## src/rtl/vih_pkg.sv

```systemverilog
package vih_pkg;

  // Maskable request sources
  localparam int NSRC        = 16;
  localparam int SRC_TIMER0  = 0;
  localparam int SRC_TIMER1  = 1;
  localparam int SRC_UART    = 2;
  localparam int SRC_SYNC_SER = 3;
  localparam int SRC_ADC     = 4;
  localparam int SRC_EXT0    = 5;
  localparam int SRC_EXT1    = 6;
  localparam int SRC_XEVT    = 7;
  localparam int SRC_GTA     = 8;
  localparam int SRC_GTB     = 9;
  localparam int SRC_MULDIV  = 10;
  localparam int SRC_EXT2    = 11;
  localparam int SRC_LIN     = 12;
  localparam int SRC_CC0     = 13;
  localparam int SRC_CC1     = 14;
  localparam int SRC_CC2     = 15;

  // Vectors and levels
  localparam int NVEC        = 14;
  localparam int VEC_W       = 4;
  localparam int LVL_W       = 2;
  localparam int NLVL        = 4;
  localparam int NPERIPH_VEC = 11;
  localparam int NSHARED_VEC = 6;
  localparam logic [VEC_W-1:0] VEC_SHARED_EXT2 = 4'h9;

  // Source to vector routing
  localparam logic [VEC_W-1:0] SRC_VEC [NSRC] = '{
    4'h1, 4'h3, 4'h4, 4'h7, 4'h6, 4'h0, 4'h2, 4'h5,
    4'h8, 4'h9, 4'h9, 4'h9, 4'ha, 4'hb, 4'hc, 4'hd
  };

  // Non-maskable event sources
  localparam int NNMI          = 11;
  localparam int NMI_WDT_WARN  = 0;
  localparam int NMI_LPWDT_OVF = 1;
  localparam int NMI_PLL_UNLK  = 2;
  localparam int NMI_OSC_LOW   = 3;
  localparam int NMI_FLASH_DONE = 4;
  localparam int NMI_FLASH_MAP = 5;
  localparam int NMI_ECC_FLASH = 6;
  localparam int NMI_ECC_EXTENDED_RAM  = 7;
  localparam int NMI_ECC_INTERNAL_RAM  = 8;
  localparam int NMI_DBG_RAM   = 9;
  localparam int NMI_SUPPLY    = 10;

  // Per-vector configuration
  typedef struct packed {
    logic             en;
    logic [LVL_W-1:0] prio;
  } vih_vcfg_t;

  // Request presented to the core
  typedef struct packed {
    logic             req;
    logic [VEC_W-1:0] vec;
    logic [LVL_W-1:0] lvl;
  } vih_irq_t;

endpackage : vih_pkg

```

## src/rtl/vih_hub.sv

```systemverilog
// Functional notes
// - Fourteen vectors, each given one of four priority levels.
// - Core sees fifteen sources over four levels, counting the NMI.
// - Timers 0/1, UART, serial channel, ADC own one vector each.
// - General timers, mul/div, LIN, capture/compare share six vectors.
// - External inputs 0 and 1 each have a dedicated vector.
// - External input 2 shares a vector with timer B and mul/div.
// - One vector serves the extended event group.
// - One NMI above all levels, raised by any of its sources.
// - Watchdog early warning feeds the NMI.
// - Low-power clock watchdog overflow feeds the NMI.
// - PLL lock loss and low oscillator frequency feed the NMI.
// - Flash operation done and flash map error feed the NMI.
// - Uncorrectable ECC in flash, extended or internal RAM feeds NMI.
// - Debug-support internal RAM event feeds the NMI.
// - Supply pre-warning feeds the NMI.
`timescale 1ns/100ps
`default_nettype none

module vih_hub
  import vih_pkg::*;
(
  input  wire logic                  ref_clk,
  input  wire logic                  rst_n,
  input  wire logic [NSRC-1:0]       src_req,
  input  wire logic [NSRC-1:0]       src_clr,
  input  wire logic [NNMI-1:0]       nmi_evt,
  input  wire logic [NNMI-1:0]       nmi_clr,
  input  wire vih_vcfg_t [NVEC-1:0]  vec_cfg,
  output var  logic [NSRC-1:0]       src_pend_r,
  output var  logic [NNMI-1:0]       nmi_pend_r,
  output var  logic [NVEC-1:0]       vec_pend_r,
  output var  logic                  nmi_req_r,
  output var  vih_irq_t              irq_r
);

  logic [NSRC-1:0] src_pend_nxt;
  logic [NNMI-1:0] nmi_pend_nxt;
  logic [NVEC-1:0] vec_pend_nxt;
  logic            nmi_req_nxt;
  vih_irq_t        irq_nxt;

  // Pending flags; a new event beats a clear in the same cycle
  always_comb begin
    src_pend_nxt = (src_pend_r & ~src_clr) | src_req;
    nmi_pend_nxt = (nmi_pend_r & ~nmi_clr) | nmi_evt;
  end

  // Fold sources into vectors, and NMI flags into the NMI request
  always_comb begin
    vec_pend_nxt = '0;
    for (int s = 0; s < NSRC; s++) begin
      if (src_pend_nxt[s]) begin
        vec_pend_nxt[SRC_VEC[s]] = 1'b1;
      end
    end
    nmi_req_nxt = |nmi_pend_nxt;
  end

  // Priority pick; strict compare keeps the lowest vector on a tie
  always_comb begin
    irq_nxt = '0;
    for (int v = 0; v < NVEC; v++) begin
      if (vec_pend_nxt[v] && vec_cfg[v].en &&
          (!irq_nxt.req || vec_cfg[v].prio > irq_nxt.lvl)) begin
        irq_nxt.req = 1'b1;
        irq_nxt.vec = VEC_W'(v);
        irq_nxt.lvl = vec_cfg[v].prio;
      end
    end
  end

  // State registers
  always_ff @(posedge ref_clk) begin
    if (!rst_n) begin
      src_pend_r <= '0;
      nmi_pend_r <= '0;
      vec_pend_r <= '0;
      nmi_req_r  <= 1'b0;
      irq_r      <= '0;
    end else begin
      src_pend_r <= src_pend_nxt;
      nmi_pend_r <= nmi_pend_nxt;
      vec_pend_r <= vec_pend_nxt;
      nmi_req_r  <= nmi_req_nxt;
      irq_r      <= irq_nxt;
    end
  end

  // Checking helpers: config as seen when irq_r was formed.
  // The pick uses next-state flags and live config, so the checks
  // must compare against the config that was sampled on that edge.
  vih_vcfg_t [NVEC-1:0] cfg_seen_r;
  logic [NSRC-1:0]      clr_only;
  logic [NNMI-1:0]      nmi_clr_only;
  logic [NVEC-1:0]      en_seen;
  logic [NVEC-1:0]      vec_fold;
  logic                 outranked;

  always_ff @(posedge ref_clk) begin
    cfg_seen_r <= vec_cfg;
  end

  // Rank, mask and refold helpers for the checks below
  always_comb begin
    clr_only     = src_clr & ~src_req;
    nmi_clr_only = nmi_clr & ~nmi_evt;
    en_seen      = '0;
    vec_fold     = '0;
    outranked    = 1'b0;
    // Refold from registered flags, apart from the next-state path
    for (int s = 0; s < NSRC; s++) begin
      if (src_pend_r[s]) begin
        vec_fold[SRC_VEC[s]] = 1'b1;
      end
    end
    for (int v = 0; v < NVEC; v++) begin
      en_seen[v] = cfg_seen_r[v].en;
      if (vec_pend_r[v] && cfg_seen_r[v].en &&
          (cfg_seen_r[v].prio > irq_r.lvl ||
           (cfg_seen_r[v].prio == irq_r.lvl && VEC_W'(v) < irq_r.vec))) begin
        outranked = 1'b1;
      end
    end
  end
endmodule : vih_hub

`default_nettype wire

```

## config.mk

```make
export PLATFORM = sky130hd
export DESIGN_NAME = vih_hub
export DESIGN_NICKNAME = d
export VERILOG_FILES = /design/src/rtl/vih_pkg.sv /design/src/rtl/vih_hub.sv
export SDC_FILE = /design/constraint.sdc
export NUM_CORES = 1
export LEC_CHECK = 0
export BUFFER_PORTS_ARGS = -buffer_cell sky130_fd_sc_hd__buf_4
export CAP_MARGIN = 20
export CORE_UTILIZATION = 42
export CTS_CLUSTER_SIZE = 16
export DETAILED_ROUTE_END_ITERATION = 12
export PLACE_DENSITY = 0.79
export SYNTH_ARGS = -nofsm -noshare
export SYNTH_HDL_FRONTEND = slang
export SYNTH_SLANG_ARGS = --single-unit
```

## constraint.sdc

```tcl
create_clock -name ref_clk -period 17.3 [get_ports ref_clk]
set_clock_uncertainty 0.2 [all_clocks]
set_input_delay 1.73 -clock ref_clk [delete_from_list [all_inputs] [get_ports ref_clk]]
set_output_delay 1.73 -clock ref_clk [all_outputs]
set_load 0.03 [all_outputs]
```

==> flow_summary.json <==
{
  "mostFrequentLayoutCell": "buf_4",
  "die-area_mm2": 0.00707,
  "grt_antenna_before_repair": 0,
  "wl_um": 8520,
  "p_leak_nw": 2.14,
  "drive_gt1_share_pct": 45.5,
  "cts_sinks": 36,
  "power_density_mw_per_mm2": 86.7,
  "grt_pass1_vias": 3085,
  "multi_input_area_mm2": 0.00193,
  "highest_layer": "met4",
  "max_freq_ghz": 0.0602,
  "final-max-slew-violation-count": 0,
  "drtIter0Drc": 129,
  "syn_inst": 354,
  "async_flop_share_pct": 0,
  "cp_slowest_stage_delay_ns": 0.40,
  "avgRoutedWirePerCell_um": 14.5,
  "regArea_um2": 721,
  "cp.arrival_ns": 16.59,
  "n_fill_cell": 559,
  "cts_tree": "yes",
  "layout_common_cells": "buf_4, inv_1, dfxtp_1",
  "cp.required_ns": 17.28,
  "ant_nets": 0,
  "clk_latency_ns": 0.28,
  "die_h_um": 84.1,
  "finalNetCount": 630,
  "place_hpwl_um": 6840,
  "rows": 29,
  "synth-edff-count": 0,
  "timing.hold.ws_ns": 0.344,
  "synth_ff_type": "dfxtp_1",
  "synth_nets": 473,
  "cts_inserted_buffers": 5,
  "grt_overflow_total": 0,
  "cap_violations": 0,
  "synthesis.area_mm2": 0.00283,
  "start_util_pct": 44.0,
  "gr-usage-all-layers_pct": 23.3,
  "tightest_slew_ns": 0.753,
  "violations": "DRC",
  "finalSetupViolations": 0,
  "postSynthAreaPerCell_um2": 7.99,
  "drc_errors": 8,
  "slew_headroom_pct": 49.3,
  "min_period_ns": 16.61,
  "cts.clk_slew.worst_paths_ns": 0.08,
  "diodes": 0,
  "cp-start-kind": "input pin",
  "io_buffers": 146,
  "end_kind": "flop",
  "layoutNonFillerInstCount": 589,
  "synth_cell_type_count": 62,
  "status": "finished, violations left",
  "slowest_stage": "o32a_1",
  "wl_met2_um": 4380,
  "yosysWarnings": 0,
  "met1_length_um": 3570,
  "area_growth_pct": 51.4,
  "dp_cells": 573,
  "fin_crit_sh_pct": 96.0,
  "core-area_mm2": 0.00642,
  "crit_fanout": 9,
  "irDropWorstVdd_mv": 0.0499,
  "htreeDepth": 2,
  "synth-seq-cells": 36,
  "hold_viol": 0,
  "grt_max_degree": 38,
  "hold_class": "flop to flop",
  "wl_met3_um": 421,
  "gp_congestion": 0.947,
  "first_pass_iters": 8,
  "die_w_um": 84.1,
  "crit_top_cell": "ha_1",
  "path_class": "input pin to flop",
  "clockBufferDepth": 2,
  "ys_seq_area_share_pct": 25.5,
  "via_count": 3035,
  "drt-vias-per-instance": 5.15,
  "pin_count": 147,
  "root_buffer": "clkbuf_8",
  "grt_pass1_wl_um": 13600
}
cells in the mapped netlist, types with 5 or more instances:
| master | count | area share (%) |
|---|---|---|
| nand2_1 | 23 | 3.1 |
| nor2b_1 | 32 | 7.1 |
| inv_1 | 39 | 5.2 |
| clkbuf_1 | 5 | 0.66 |
| o21a_1 | 22 | 5.8 |
| nor2_1 | 16 | 2.1 |
| a21oi_1 | 24 | 4.2 |
| o21ai_0 | 28 | 5.0 |
| dfxtp_1 | 36 | 25 |
| ha_1 | 21 | 9.3 |
| buf_4 | 13 | 3.4 |
| nand3_1 | 9 | 1.6 |
| and2b_2 | 5 | 1.5 |
| and2_1 | 7 | 1.5 |
worst paths after layout:
kind | startpoint | to | slack [ns] | cells past startpoint
hold / removal | nmi_pend_r[4] | nmi_pend_r[4] | 0.34 | 2
setup reg to reg | src_pend_r[5] | irq_r[5] | 1.80 | 85
setup / recovery | src_req[5] | irq_r[5] | 0.69 | 85
hold reg to reg | nmi_pend_r[4] | nmi_pend_r[4] | 0.34 | 2
registers in the layout, summed over array words and instances, names as in the netlist:
register	cells
irq_r	7
nmi_pend_r	11
nmi_req_r	1
src_pend_r	16
vec_pend_r	1
metrics by stage:
| step | power [W] | setup WS (ns) | TNS (ns) | cell area, um2 | utilization, % |
|---|---|---|---|---|---|
| after global routing | 0.000396 | -0.153 | -0.612 | 4280 | 66.7 |
| after global placement | 0.000273 | 0.323 | 0 | 4000 | 62.3 |
| final | 0.000371 | 0.688 | 0 | 4280 | 66.7 |
| after detailed placement | 0.000279 | -0.214 | -0.960 | 4000 | 62.3 |
| after CTS | 0.000354 | 0.0287 | 0 | 4110 | 64.1 |
| after floorplan | 0.000213 | 0.621 | 0 | 2830 | - |
power breakdown:
group | internal [W] | switching, W
Combinational | 0.0000972 | 0.000103
Clock | 0.0000427 | 0.0000316
Sequential | 0.0000921 | 0.00000468
critical path: cells and delay by family:
| kind | cells | cell delay [ns] |
|---|---|---|
| buffers and inverters | 5 | 0.50 |
| AOI/OAI and AO/OA | 38 | 6.37 |
| adders and majority gates | 14 | 3.78 |
| muxes | 4 | 1.23 |
| and+or+nand+nor | 24 | 2.94 |
cells by family after synthesis:
group,count (synthesis),share of synthesized area (%)
fa+ha+maj,22,9.69
buf+inv,59,10.1
mux,5,2.17
compound gates,117,29.8
flops,36,25.5
simple gates,115,22.8
routing by layer:
layer,global-route usage [%],up-vias
li1,-,1533
met1,27.3,1379
met2,43.6,111
met3,3.76,12
met4,6.11,0
met5,0,-
area by class of cell:
class,instances,area share [%]
Multi-Input combinational cell,259,45.1
Timing Repair Buffer,170,29.8
Sequential cell,36,16.8
Inverter,39,3.42
Tap cell,77,2.25
Clock buffer,5,1.61
Clock inverter,3,0.993
repair_timing:
action                                  in CTS  in global routing
gates resized for setup                      0                 37
buffers inserted                             0                  8
hold buffers                                 0                  0
endpoints found under the setup margin       0                  6
No activity file was read; power rests on OpenSTA's default activity.
